<file path="config.mk">
export PLATFORM = sky130hd
export DESIGN_NAME = three_phase_modulator
export DESIGN_NICKNAME = d
export VERILOG_FILES = /design/src/shared/three_phase_pkg.sv /design/src/verilog/three_phase_modulator.sv /design/src/verilog/phase_gate.sv
export SDC_FILE = /design/constraint.sdc
export NUM_CORES = 2
export LEC_CHECK = 0
export BUFFER_PORTS_ARGS = -buffer_cell sky130_fd_sc_hd__buf_2
export CORE_ASPECT_RATIO = 0.5
export CORE_UTILIZATION = 37
export DETAILED_ROUTE_END_ITERATION = 10
export SLEW_MARGIN = 10
export SYNTH_ARGS = -nofsm -noshare
export SYNTH_HDL_FRONTEND = slang
export SYNTH_SLANG_ARGS = --single-unit
</file>
<file path="constraint.sdc">
create_clock -name clk -period 15.3 [get_ports clk]
set_input_delay 2.295 -clock clk [delete_from_list [all_inputs] [get_ports clk]]
set_output_delay 2.295 -clock clk [all_outputs]
set_load 0.01 [all_outputs]
</file>
<file path="src/shared/three_phase_pkg.sv">
// Constants, types and register map for the three-phase gate modulator
package three_phase_pkg;

    // ------------------------------------------------------------
    // Clock and timing
    // ------------------------------------------------------------
    localparam logic [31:0] CLOCK_HZ = 32'h05f5_e100;
    localparam logic [31:0] CLOCK_PERIOD_NS = 32'h0000_000a;
    localparam logic [25:0] HALF_CLOCK = 26'(CLOCK_HZ / 32'h0000_0002);

    // ------------------------------------------------------------
    // Register byte offsets
    // ------------------------------------------------------------
    localparam logic [7:0] ADDR_CTRL = 8'h00;
    localparam logic [7:0] ADDR_STATUS = 8'h04;
    localparam logic [7:0] ADDR_CMD_A = 8'h08;
    localparam logic [7:0] ADDR_CMD_B = 8'h0c;
    localparam logic [7:0] ADDR_CMD_C = 8'h10;
    localparam logic [7:0] ADDR_HALF_SCALE = 8'h14;
    localparam logic [7:0] ADDR_DEAD_NS = 8'h18;
    localparam logic [7:0] ADDR_SAMPLE = 8'h1c;
    localparam logic [7:0] ADDR_FREQ = 8'h20;

    // ------------------------------------------------------------
    // Field positions
    // ------------------------------------------------------------
    localparam int CTRL_ENABLE_BIT = 0;
    localparam int CTRL_FAULT_INVERT_BIT = 1;
    localparam int STATUS_FAULT_BIT = 0;
    localparam int STATUS_RUN_BIT = 1;
    localparam int STATUS_DIV_BUSY_BIT = 2;
    localparam int STATUS_FAULT_PIN_BIT = 3;

    // ------------------------------------------------------------
    // Reset values and limits
    // ------------------------------------------------------------
    localparam logic [15:0] DEAD_NS_RESET = 16'h1388;
    localparam logic [15:0] SCALE_RESET = 16'h0100;
    localparam logic [16:0] SAMPLE_RESET = 17'h0_8000;
    localparam logic [16:0] SAMPLE_MAX = 17'h1_0000;
    localparam logic [15:0] FREQ_RESET = 16'h4e20;
    localparam logic [15:0] FREQ_MIN = 16'h03e8;
    localparam logic [15:0] FREQ_MAX = 16'hbb80;
    localparam logic [15:0] HALF_PERIOD_RESET = 16'(HALF_CLOCK / 26'(FREQ_RESET));
    localparam logic [4:0] DIV_STEPS = 5'h1a;
    localparam logic [1:0] RESP_OKAY = 2'h0;
    localparam logic [1:0] RESP_SLVERR = 2'h2;

    // ------------------------------------------------------------
    // Types
    // ------------------------------------------------------------
    typedef enum logic [1:0] {
        DIV_IDLE = 2'b01,
        DIV_BUSY = 2'b10
    } div_state_type;

    typedef struct packed {
        logic [2:0] high;
        logic [2:0] complementary_low_output;
        logic amp_enable;
    } gate_out_type;

endpackage

</file>
<file path="src/verilog/three_phase_modulator.sv">
// Three-phase center-aligned gate modulator with AXI4-Lite registers
`timescale 1ns/10ps
module three_phase_modulator (
    input wire logic clk,
    input wire logic reset,
    input wire logic [7:0] s_axi_awaddr,
    input wire logic s_axi_awvalid,
    output logic s_axi_awready,
    input wire logic [31:0] s_axi_wdata,
    input wire logic [3:0] s_axi_wstrb,
    input wire logic s_axi_wvalid,
    output logic s_axi_wready,
    output logic [1:0] s_axi_bresp,
    output logic s_axi_bvalid,
    input wire logic s_axi_bready,
    input wire logic [7:0] s_axi_araddr,
    input wire logic s_axi_arvalid,
    output logic s_axi_arready,
    output logic [31:0] s_axi_rdata,
    output logic [1:0] s_axi_rresp,
    output logic s_axi_rvalid,
    input wire logic s_axi_rready,
    input wire logic fault_pin,
    output three_phase_pkg::gate_out_type gates,
    output logic adc_trigger
);
    import three_phase_pkg::*;

    // Byte-lane merge for partial writes
    function automatic logic [31:0] merge(input logic [31:0] old_value,
                                          input logic [31:0] new_value,
                                          input logic [3:0] strobe);
        logic [31:0] result;
        result = old_value;
        for (int i = 0; i < 4; i++) begin
            if (strobe[i]) begin
                result[8*i +: 8] = new_value[8*i +: 8];
            end
        end
        return result;
    endfunction

    // ------------------------------------------------------------
    // Declarations
    // ------------------------------------------------------------
    logic aw_got_reg, w_got_reg, bvalid_reg, rvalid_reg;
    logic [7:0] awaddr_reg;
    logic [31:0] wdata_reg, rdata_reg, rdata_next;
    logic [3:0] wstrb_reg;
    logic [1:0] bresp_reg, rresp_reg, rresp_next;
    logic do_write, write_hit;
    logic [31:0] write_value, old_word;
    logic [1:0] ctrl_reg;
    logic [15:0] cmd_reg [3];
    logic [15:0] scale_reg, dead_ns_reg, freq_reg, freq_clamped;
    logic [16:0] sample_reg;
    logic fault_meta_reg, fault_sync_reg, fault_latch_reg, enable_prev_reg;
    logic fault_active, enable_rise, run, amp_enable_reg;
    div_state_type div_state_reg;
    logic [4:0] div_count_reg;
    logic [15:0] div_rem_reg, div_divisor_reg, half_period_reg;
    logic [25:0] div_dvd_reg;
    logic [16:0] div_rem_shift;
    logic div_fits;
    logic [16:0] pos_reg, period_last, tri_pos, trig_point;
    logic [33:0] trig_product;
    logic period_end;
    logic [15:0] cmd_q [3];
    logic [15:0] scale_q, dead_ns_q, half_q, dead_cycles;
    logic [16:0] sample_q;
    logic [2:0] raw_high;

    // ------------------------------------------------------------
    // AXI4-Lite write channel
    // ------------------------------------------------------------
    // Address and data taken in either order, response after both
    assign s_axi_awready = !aw_got_reg && !bvalid_reg;
    assign s_axi_wready = !w_got_reg && !bvalid_reg;
    assign s_axi_bvalid = bvalid_reg;
    assign s_axi_bresp = bresp_reg;
    assign do_write = aw_got_reg && w_got_reg && !bvalid_reg;

    always_ff @(posedge clk or posedge reset) begin
        if (reset) begin
            aw_got_reg <= 1'b0;
            w_got_reg <= 1'b0;
            awaddr_reg <= 8'h00;
            wdata_reg <= 32'h0000_0000;
            wstrb_reg <= 4'h0;
            bvalid_reg <= 1'b0;
            bresp_reg <= RESP_OKAY;
        end else begin
            if (s_axi_awvalid && s_axi_awready) begin
                aw_got_reg <= 1'b1;
                awaddr_reg <= s_axi_awaddr;
            end
            if (s_axi_wvalid && s_axi_wready) begin
                w_got_reg <= 1'b1;
                wdata_reg <= s_axi_wdata;
                wstrb_reg <= s_axi_wstrb;
            end
            if (do_write) begin
                aw_got_reg <= 1'b0;
                w_got_reg <= 1'b0;
                bvalid_reg <= 1'b1;
                bresp_reg <= write_hit ? RESP_OKAY : RESP_SLVERR;
            end else if (bvalid_reg && s_axi_bready) begin
                bvalid_reg <= 1'b0;
            end
        end
    end

    // Decode of writable offsets; status and unmapped get SLVERR
    always_comb begin
        case ({awaddr_reg[7:2], 2'b00})
            ADDR_CTRL, ADDR_CMD_A, ADDR_CMD_B, ADDR_CMD_C, ADDR_HALF_SCALE,
            ADDR_DEAD_NS, ADDR_SAMPLE, ADDR_FREQ: write_hit = 1'b1;
            default: write_hit = 1'b0;
        endcase
    end

    // ------------------------------------------------------------
    // Software registers
    // ------------------------------------------------------------
    // Addressed word merged with the written lanes; frequency clipped to its band
    always_comb begin
        case ({awaddr_reg[7:2], 2'b00})
            ADDR_CTRL: old_word = {30'h0000_0000, ctrl_reg};
            ADDR_CMD_A: old_word = {16'h0000, cmd_reg[0]};
            ADDR_CMD_B: old_word = {16'h0000, cmd_reg[1]};
            ADDR_CMD_C: old_word = {16'h0000, cmd_reg[2]};
            ADDR_HALF_SCALE: old_word = {16'h0000, scale_reg};
            ADDR_DEAD_NS: old_word = {16'h0000, dead_ns_reg};
            ADDR_SAMPLE: old_word = {15'h0000, sample_reg};
            default: old_word = {16'h0000, freq_reg};
        endcase
        write_value = merge(old_word, wdata_reg, wstrb_reg);
        if (write_value[15:0] < FREQ_MIN) begin
            freq_clamped = FREQ_MIN;
        end else if (write_value[31:16] != 16'h0000 || write_value[15:0] > FREQ_MAX) begin
            freq_clamped = FREQ_MAX;
        end else begin
            freq_clamped = write_value[15:0];
        end
    end

    always_ff @(posedge clk or posedge reset) begin
        if (reset) begin
            ctrl_reg <= 2'b00;
            for (int i = 0; i < 3; i++) begin
                cmd_reg[i] <= 16'h0000;
            end
            scale_reg <= SCALE_RESET;
            dead_ns_reg <= DEAD_NS_RESET;
            sample_reg <= SAMPLE_RESET;
            freq_reg <= FREQ_RESET;
        end else if (do_write) begin
            case ({awaddr_reg[7:2], 2'b00})
                ADDR_CTRL: ctrl_reg <= write_value[1:0];
                ADDR_CMD_A: cmd_reg[0] <= write_value[15:0];
                ADDR_CMD_B: cmd_reg[1] <= write_value[15:0];
                ADDR_CMD_C: cmd_reg[2] <= write_value[15:0];
                ADDR_HALF_SCALE: scale_reg <= write_value[15:0];
                ADDR_DEAD_NS: dead_ns_reg <= write_value[15:0];
                ADDR_SAMPLE: begin
                    sample_reg <= (write_value > 32'(SAMPLE_MAX)) ? SAMPLE_MAX
                                                                  : write_value[16:0];
                end
                ADDR_FREQ: freq_reg <= freq_clamped;
                default: ctrl_reg <= ctrl_reg;
            endcase
        end
    end

    // ------------------------------------------------------------
    // AXI4-Lite read channel
    // ------------------------------------------------------------
    assign s_axi_arready = !rvalid_reg;
    assign s_axi_rvalid = rvalid_reg;
    assign s_axi_rdata = rdata_reg;
    assign s_axi_rresp = rresp_reg;

    always_comb begin
        rdata_next = 32'h0000_0000;
        rresp_next = RESP_OKAY;
        case ({s_axi_araddr[7:2], 2'b00})
            ADDR_CTRL: rdata_next[1:0] = ctrl_reg;
            ADDR_STATUS: begin
                rdata_next[STATUS_FAULT_BIT] = fault_latch_reg;
                rdata_next[STATUS_RUN_BIT] = run;
                rdata_next[STATUS_DIV_BUSY_BIT] = (div_state_reg == DIV_BUSY);
                rdata_next[STATUS_FAULT_PIN_BIT] = fault_active;
            end
            ADDR_CMD_A: rdata_next[15:0] = cmd_reg[0];
            ADDR_CMD_B: rdata_next[15:0] = cmd_reg[1];
            ADDR_CMD_C: rdata_next[15:0] = cmd_reg[2];
            ADDR_HALF_SCALE: rdata_next[15:0] = scale_reg;
            ADDR_DEAD_NS: rdata_next[15:0] = dead_ns_reg;
            ADDR_SAMPLE: rdata_next[16:0] = sample_reg;
            ADDR_FREQ: rdata_next[15:0] = freq_reg;
            default: rresp_next = RESP_SLVERR;
        endcase
    end

    always_ff @(posedge clk or posedge reset) begin
        if (reset) begin
            rvalid_reg <= 1'b0;
            rdata_reg <= 32'h0000_0000;
            rresp_reg <= RESP_OKAY;
        end else if (s_axi_arvalid && s_axi_arready) begin
            rvalid_reg <= 1'b1;
            rdata_reg <= rdata_next;
            rresp_reg <= rresp_next;
        end else if (rvalid_reg && s_axi_rready) begin
            rvalid_reg <= 1'b0;
        end
    end

    // ------------------------------------------------------------
    // Fault input and enable
    // ------------------------------------------------------------
    // Pin is asynchronous: two flops before any decision
    always_ff @(posedge clk or posedge reset) begin
        if (reset) begin
            fault_meta_reg <= 1'b1;
            fault_sync_reg <= 1'b1;
        end else begin
            fault_meta_reg <= fault_pin;
            fault_sync_reg <= fault_meta_reg;
        end
    end

    assign fault_active = ctrl_reg[CTRL_FAULT_INVERT_BIT] ? fault_sync_reg
                                                          : !fault_sync_reg;
    assign enable_rise = ctrl_reg[CTRL_ENABLE_BIT] && !enable_prev_reg;
    assign run = ctrl_reg[CTRL_ENABLE_BIT] && !fault_latch_reg;

    // Set wins over the enable-edge clear, so a fault is never lost
    always_ff @(posedge clk or posedge reset) begin
        if (reset) begin
            enable_prev_reg <= 1'b0;
            fault_latch_reg <= 1'b0;
        end else begin
            enable_prev_reg <= ctrl_reg[CTRL_ENABLE_BIT];
            if (fault_active) begin
                fault_latch_reg <= 1'b1;
            end else if (enable_rise) begin
                fault_latch_reg <= 1'b0;
            end
        end
    end

    // ------------------------------------------------------------
    // Half-period divider
    // ------------------------------------------------------------
    // Serial restoring divide, 26 cycles; avoids a wide combinational divider
    assign div_rem_shift = {div_rem_reg, div_dvd_reg[25]};
    assign div_fits = div_rem_shift >= {1'b0, div_divisor_reg};

    always_ff @(posedge clk or posedge reset) begin
        if (reset) begin
            div_state_reg <= DIV_IDLE;
            div_count_reg <= 5'h00;
            div_rem_reg <= 16'h0000;
            div_dvd_reg <= 26'h000_0000;
            div_divisor_reg <= FREQ_RESET;
            half_period_reg <= HALF_PERIOD_RESET;
        end else if (do_write && {awaddr_reg[7:2], 2'b00} == ADDR_FREQ) begin
            div_state_reg <= DIV_BUSY;
            div_count_reg <= 5'h00;
            div_rem_reg <= 16'h0000;
            div_dvd_reg <= HALF_CLOCK;
            div_divisor_reg <= freq_clamped;
        end else begin
            case (div_state_reg)
                DIV_IDLE: div_count_reg <= 5'h00;
                DIV_BUSY: begin
                    div_rem_reg <= div_fits ? 16'(div_rem_shift - {1'b0, div_divisor_reg})
                                            : div_rem_shift[15:0];
                    div_dvd_reg <= {div_dvd_reg[24:0], div_fits};
                    div_count_reg <= div_count_reg + 5'h01;
                    if (div_count_reg == DIV_STEPS - 5'h01) begin
                        half_period_reg <= {div_dvd_reg[14:0], div_fits};
                        div_state_reg <= DIV_IDLE;
                    end
                end
                default: div_state_reg <= DIV_IDLE;
            endcase
        end
    end

    // ------------------------------------------------------------
    // Period counter and period-start latching
    // ------------------------------------------------------------
    // Counter shared by all three phases, so one frequency for all
    assign period_last = {half_q, 1'b0} - 17'h0_0001;
    assign period_end = (pos_reg >= period_last);
    assign tri_pos = (pos_reg < {1'b0, half_q}) ? pos_reg : period_last - pos_reg;

    always_ff @(posedge clk or posedge reset) begin
        if (reset) begin
            pos_reg <= 17'h0_0000;
            half_q <= HALF_PERIOD_RESET;
            scale_q <= SCALE_RESET;
            dead_ns_q <= DEAD_NS_RESET;
            sample_q <= SAMPLE_RESET;
            for (int i = 0; i < 3; i++) begin
                cmd_q[i] <= 16'h0000;
            end
        end else if (period_end) begin
            pos_reg <= 17'h0_0000;
            half_q <= half_period_reg;
            scale_q <= scale_reg;
            dead_ns_q <= dead_ns_reg;
            sample_q <= sample_reg;
            for (int i = 0; i < 3; i++) begin
                cmd_q[i] <= cmd_reg[i];
            end
        end else begin
            pos_reg <= pos_reg + 17'h0_0001;
        end
    end

    // Dead time rounded up to whole clocks
    assign dead_cycles = 16'((32'(dead_ns_q) + CLOCK_PERIOD_NS - 32'h0000_0001)
                             / CLOCK_PERIOD_NS);

    // ------------------------------------------------------------
    // ADC trigger
    // ------------------------------------------------------------
    // Fraction of the period in units of 1/65536, end clipped to last clock
    assign trig_product = 34'(sample_q) * 34'({half_q, 1'b0});
    assign trig_point = (trig_product[33:16] > 18'(period_last)) ? period_last
                                                                 : trig_product[32:16];

    always_ff @(posedge clk or posedge reset) begin
        if (reset) begin
            adc_trigger <= 1'b0;
        end else begin
            adc_trigger <= (pos_reg == trig_point);
        end
    end

    // ------------------------------------------------------------
    // Per-phase comparators and gate legs
    // ------------------------------------------------------------
    // High when (2t+1)*scale > half*(scale-cmd): zero gives 50%, -scale 0%
    for (genvar p = 0; p < 3; p++) begin : g_phase
        logic signed [17:0] cmd_clip;
        logic [16:0] cmd_span;
        logic [33:0] lhs, thr;

        always_comb begin
            if ($signed({{2{cmd_q[p][15]}}, cmd_q[p]}) > $signed({2'b00, scale_q})) begin
                cmd_clip = $signed({2'b00, scale_q});
            end else if ($signed({{2{cmd_q[p][15]}}, cmd_q[p]}) < -$signed({2'b00, scale_q})) begin
                cmd_clip = -$signed({2'b00, scale_q});
            end else begin
                cmd_clip = $signed({{2{cmd_q[p][15]}}, cmd_q[p]});
            end
        end

        assign cmd_span = 17'($signed({2'b00, scale_q}) - cmd_clip);
        assign lhs = 34'({tri_pos, 1'b1}) * 34'(scale_q);
        assign thr = 34'(half_q) * 34'(cmd_span);
        assign raw_high[p] = lhs > thr;

        phase_gate u_leg (
            .clk(clk),
            .reset(reset),
            .run(run),
            .raw_high(raw_high[p]),
            .dead_cycles(dead_cycles),
            .high_out(gates.high[p]),
            .low_out(gates.complementary_low_output[p])
        );
    end

    // Amplifier enable follows the run state
    always_ff @(posedge clk or posedge reset) begin
        if (reset) begin
            amp_enable_reg <= 1'b0;
        end else begin
            amp_enable_reg <= run;
        end
    end

    assign gates.amp_enable = amp_enable_reg;

endmodule // three_phase_modulator

</file>
<file path="src/verilog/phase_gate.sv">
// One phase leg: dead-time insertion between complementary gates
`timescale 1ns/10ps
module phase_gate (
    input wire logic clk,
    input wire logic reset,
    input wire logic run,
    input wire logic raw_high,
    input wire logic [15:0] dead_cycles,
    output logic high_out,
    output logic low_out
);
    import three_phase_pkg::*;

    logic last_raw_reg;
    logic [15:0] dead_count_reg;
    logic settled;

    // Gap is over when the wanted side has waited out twice its dead time
    assign settled = (raw_high == last_raw_reg) ? (dead_count_reg == 16'h0000)
                                                : (dead_cycles == 16'h0000);

    // ------------------------------------------------------------
    // Dead-time counter
    // ------------------------------------------------------------
    // Gap of twice the dead time, so each pulse loses it twice at its leading edge and not at all at its trailing edge
    always_ff @(posedge clk or posedge reset) begin
        if (reset) begin
            last_raw_reg <= 1'b0;
            dead_count_reg <= 16'h0000;
        end else if (raw_high != last_raw_reg) begin
            last_raw_reg <= raw_high;
            dead_count_reg <= (dead_cycles == 16'h0000) ? 16'h0000
                              : {dead_cycles[14:0], 1'b0} - 16'h0001;
        end else if (dead_count_reg != 16'h0000) begin
            dead_count_reg <= dead_count_reg - 16'h0001;
        end
    end

    // ------------------------------------------------------------
    // Gate outputs
    // ------------------------------------------------------------
    // Both off while stopped or inside the gap, never both on
    always_ff @(posedge clk or posedge reset) begin
        if (reset) begin
            high_out <= 1'b0;
            low_out <= 1'b0;
        end else begin
            high_out <= run && raw_high && settled;
            low_out <= run && !raw_high && settled;
        end
    end

endmodule // phase_gate

</file>
==> key figures <==
Synthesis
  • Mean Syn Cell Area: 8.87 um^2
  • Netlist cell types: 94
  • Async set-or-reset flop fraction in the synthesized netlist: 100%
  • Ys Warns: 0
  • #FFs+latches synth: 438
  • Synthesized area: 75100 um^2
  • Post-Synthesis Cells: 8466
  • Seq/Total Area, Yosys: 14.7%
  • Top_reg_cell synth: dfrtp_1
  • EDFF count, synth: 0

Final layout
  • Final #Nets: 10.6k
  • Most frequent cells in the layout: 1341 x inv_1, 1171 x nand2_1, 1054 x fa_1
  • Layout cells sized above 1: 11.9%
  • Layout area overhead: 11.3%
  • Most common cell after layout, fill and taps aside: inv_1
  • Filler cells: 20.0k

Routing
  • Post-DRT Antenna Nets: 0
  • Initial DRC Count: 4634
  • Met2 wire length: 98300 um
  • Met3 WL post-DR: 16000 um
  • Routed WL: 222000 um
  • Initial DRT Pass Iterations: 10
  • M1 wire length: 102000 um
  • Detailed-route DRC error count: 0
  • Drt wl/cell: 19.5 um
  • Via-per-instance ratio: 5.24
  • Highest Signal Layer: met4
  • Vias: 59.6k

Global routing
  • Gr usage total: 21.9%
  • Total grt overflow: 0
  • Vias in the first global route: 60.3k
  • First-pass GRT wire length: 352000 um
  • Pin count of the biggest net entering global routing: 125
  • Initial antenna violation count: 6

Clock network
  • H-tree depth: 2
  • Clk slew on worst S/H paths: 60 ps
  • Clock Latency Late Sink: 650 ps
  • Clock sink count: 438
  • CTS Root Cell: clkbuf_16
  • CTS tree: yes
  • Clk buf depth: 3
  • CTS buffer count: 49

Floorplan
  • Die X: 639 um
  • Core Region: 201000 um^2
  • Die Footprint: 205000 um^2
  • Chip Height: 320 um
  • Initial core utilization: 37.4%
  • Placement Rows: 116
  • Ports: 109

Worst setup path
  • Worst-path maximum fanout: 6
  • Worst Setup End Kind: flip-flop
  • CP arrival: 15240 ps
  • Max stage delay on crit path: 550 ps
  • R2R depth: 80
  • Crit Path Category: flip-flop to flip-flop
  • Crit path required time: 15780 ps
  • Critical path startpoint: scale_q[0]$_DFFE_PP0N_
  • Critical-path top delay cell: fa_1
  • Worst r2r src: scale_q[0]$_DFFE_PP0N_
  • CP startpoint kind: flip-flop

Timing
  • Setup violators final: 0
  • Final Cycle Share: 96.5%
  • Fin. max-slew vios: 0
  • Hold Vio Cnt, Final: 0
  • Clock skew: 56.6 ps
  • Fmax: 67.7 MHz
  • Setup TNS: 0 ps
  • Slew HR: 20.6%
  • Min Tclk post-route: 14770 ps
  • Final worst slack: 533 ps
  • Worst slew pin tran: 1190 ps

Hold path
  • Hold Path Stages: 0
  • Hold Crit Class: flip-flop to flip-flop
  • Worst hold start: fault_meta_reg$_DFF_PP1_

Job
  • Max-Cap Viols: 0

Place
  • Routability cong.: 0.932
  • DP HPWL: 173000 um
  • Dpl ws: -210 ps
  • I/O Buffers: 87

Pwr
  • P_leak: 40.9 nW
  • PwrDens: 45.0 nW/um^2
  • Worst vdd ir: 0.000122 V

Outcome
  • Status: finished clean
-- stage by stage --
step	instance area, um^2	total power, mW	std cells	utilization, %	hold WS, ps
finish	83600	3.76	11400	41.6	354
global route	83600	3.95	11400	41.6	358
CTS	82200	3.78	11300	41.0	355
detailed placement	80400	2.50	11200	40.1	347
global placement	80400	2.48	11200	40.1	348
floorplan	75100	2.15	8482	-	345
-- where the power goes --
| part | switching, mW | internal (mW) |
|---|---|---|
| combinational | 0.528 | 0.371 |
| clock | 0.521 | 0.743 |
| sequential | 0.252 | 1.35 |
-- Yosys cell counts (all sizes together) (9+ instances only) --
library cell,n,area [um^2]
nor4,36,287
xnor2,202,1780
o2111ai,11,96.3
xor2,113,990
o31ai,16,120
a221oi,15,144
or3,18,113
a21boi,19,143
nor3,116,581
a31oi,49,313
o211ai,18,135
inv,1349,5060
o21a,65,488
nand2b,107,669
dfstp,32,841
a21o,121,908
nand3,96,485
a22o,23,201
or2,14,87.6
a222oi,21,210
o22ai,44,275
o21ai,303,1520
mux2,201,2260
buf,55,317
fa,1057,21200
mux2i,81,823
dfrtp,406,10200
and3,38,238
nor2,400,1500
a22oi,57,428
a21oi,287,1440
a211o,11,96.3
ha,846,10600
nor2b,56,350
clkinv,9,33.8
clkbuf,357,1340
nand2,1186,4450
nand4,61,382
a211oi,34,255
and2,408,2550
o41ai,10,87.6
o21bai,15,113
-- final timing paths --
kind                            slack [ps]                                               to
max in group asynchronous            11810  g_phase[0].u_leg.dead_count_reg[10]$_DFFE_PP0P_
worst min register to register         350                         fault_sync_reg$_DFF_PP1_
min in group asynchronous             1830                      s_axi_rdata[12]$_DFFE_PP0P_
worst max-delay path                   530   g_phase[1].u_leg.dead_count_reg[7]$_DFFE_PP0P_
worst max register to register         530   g_phase[1].u_leg.dead_count_reg[7]$_DFFE_PP0P_
worst min-delay path                   350                         fault_sync_reg$_DFF_PP1_
-- per-layer routing --
layer | up-vias | track usage [%]
met3 | 262 | 3.10
met1 | 30000 | 31.5
li1 | 27500 | -
met4 | 0 | 5.32
met2 | 1840 | 34.6
met5 | - | 0
-- kinds of logic (layout without fill, tap and decap cells) --
| logic type | Yosys count | in the layout | share of synthesized area [%] |
|---|---|---|---|
| fa+ha+maj | 1903 | 1903 | 42.3 |
| compound gates | 1176 | 1176 | 10.0 |
| xor+xnor | 315 | 315 | 3.69 |
| simple gates | 2574 | 2574 | 16.0 |
| other cells | 1 | 21 | 0.00500 |
| flops | 438 | 438 | 14.7 |
| mux | 289 | 289 | 4.32 |
| buf+inv | 1770 | 1941 | 9.00 |
-- layout make-up --
cell class,instances,area [um^2],area share (%)
Clock buffer,70,1430,1.71
Inverter,1358,5100,6.11
Antenna cell,4,10.0,0.0120
Tap cell,2714,3400,4.06
Clock inverter,21,324,0.388
Sequential cell,438,11000,13.2
Multi-Input combinational cell,6274,58400,69.9
Timing Repair Buffer,492,3890,4.65
-- critical path, delay by kind of cell (launching register included) --
kind	cells	cell delay, ps
compound gates	35	5920
xor+xnor	3	440
fa+ha+maj	11	4290
buf+inv	16	1870
flops	1	430
mux	1	310
simple gates	14	1350
-- what timing repair did --
action	in CTS	in global routing
gates resized for setup	13	217
pin swaps	1	149
cloned	0	5
endpoints found under the setup margin	27	57
hold buffers	0	0
buffers inserted	1	39
(Power assumes the default switching activity.)
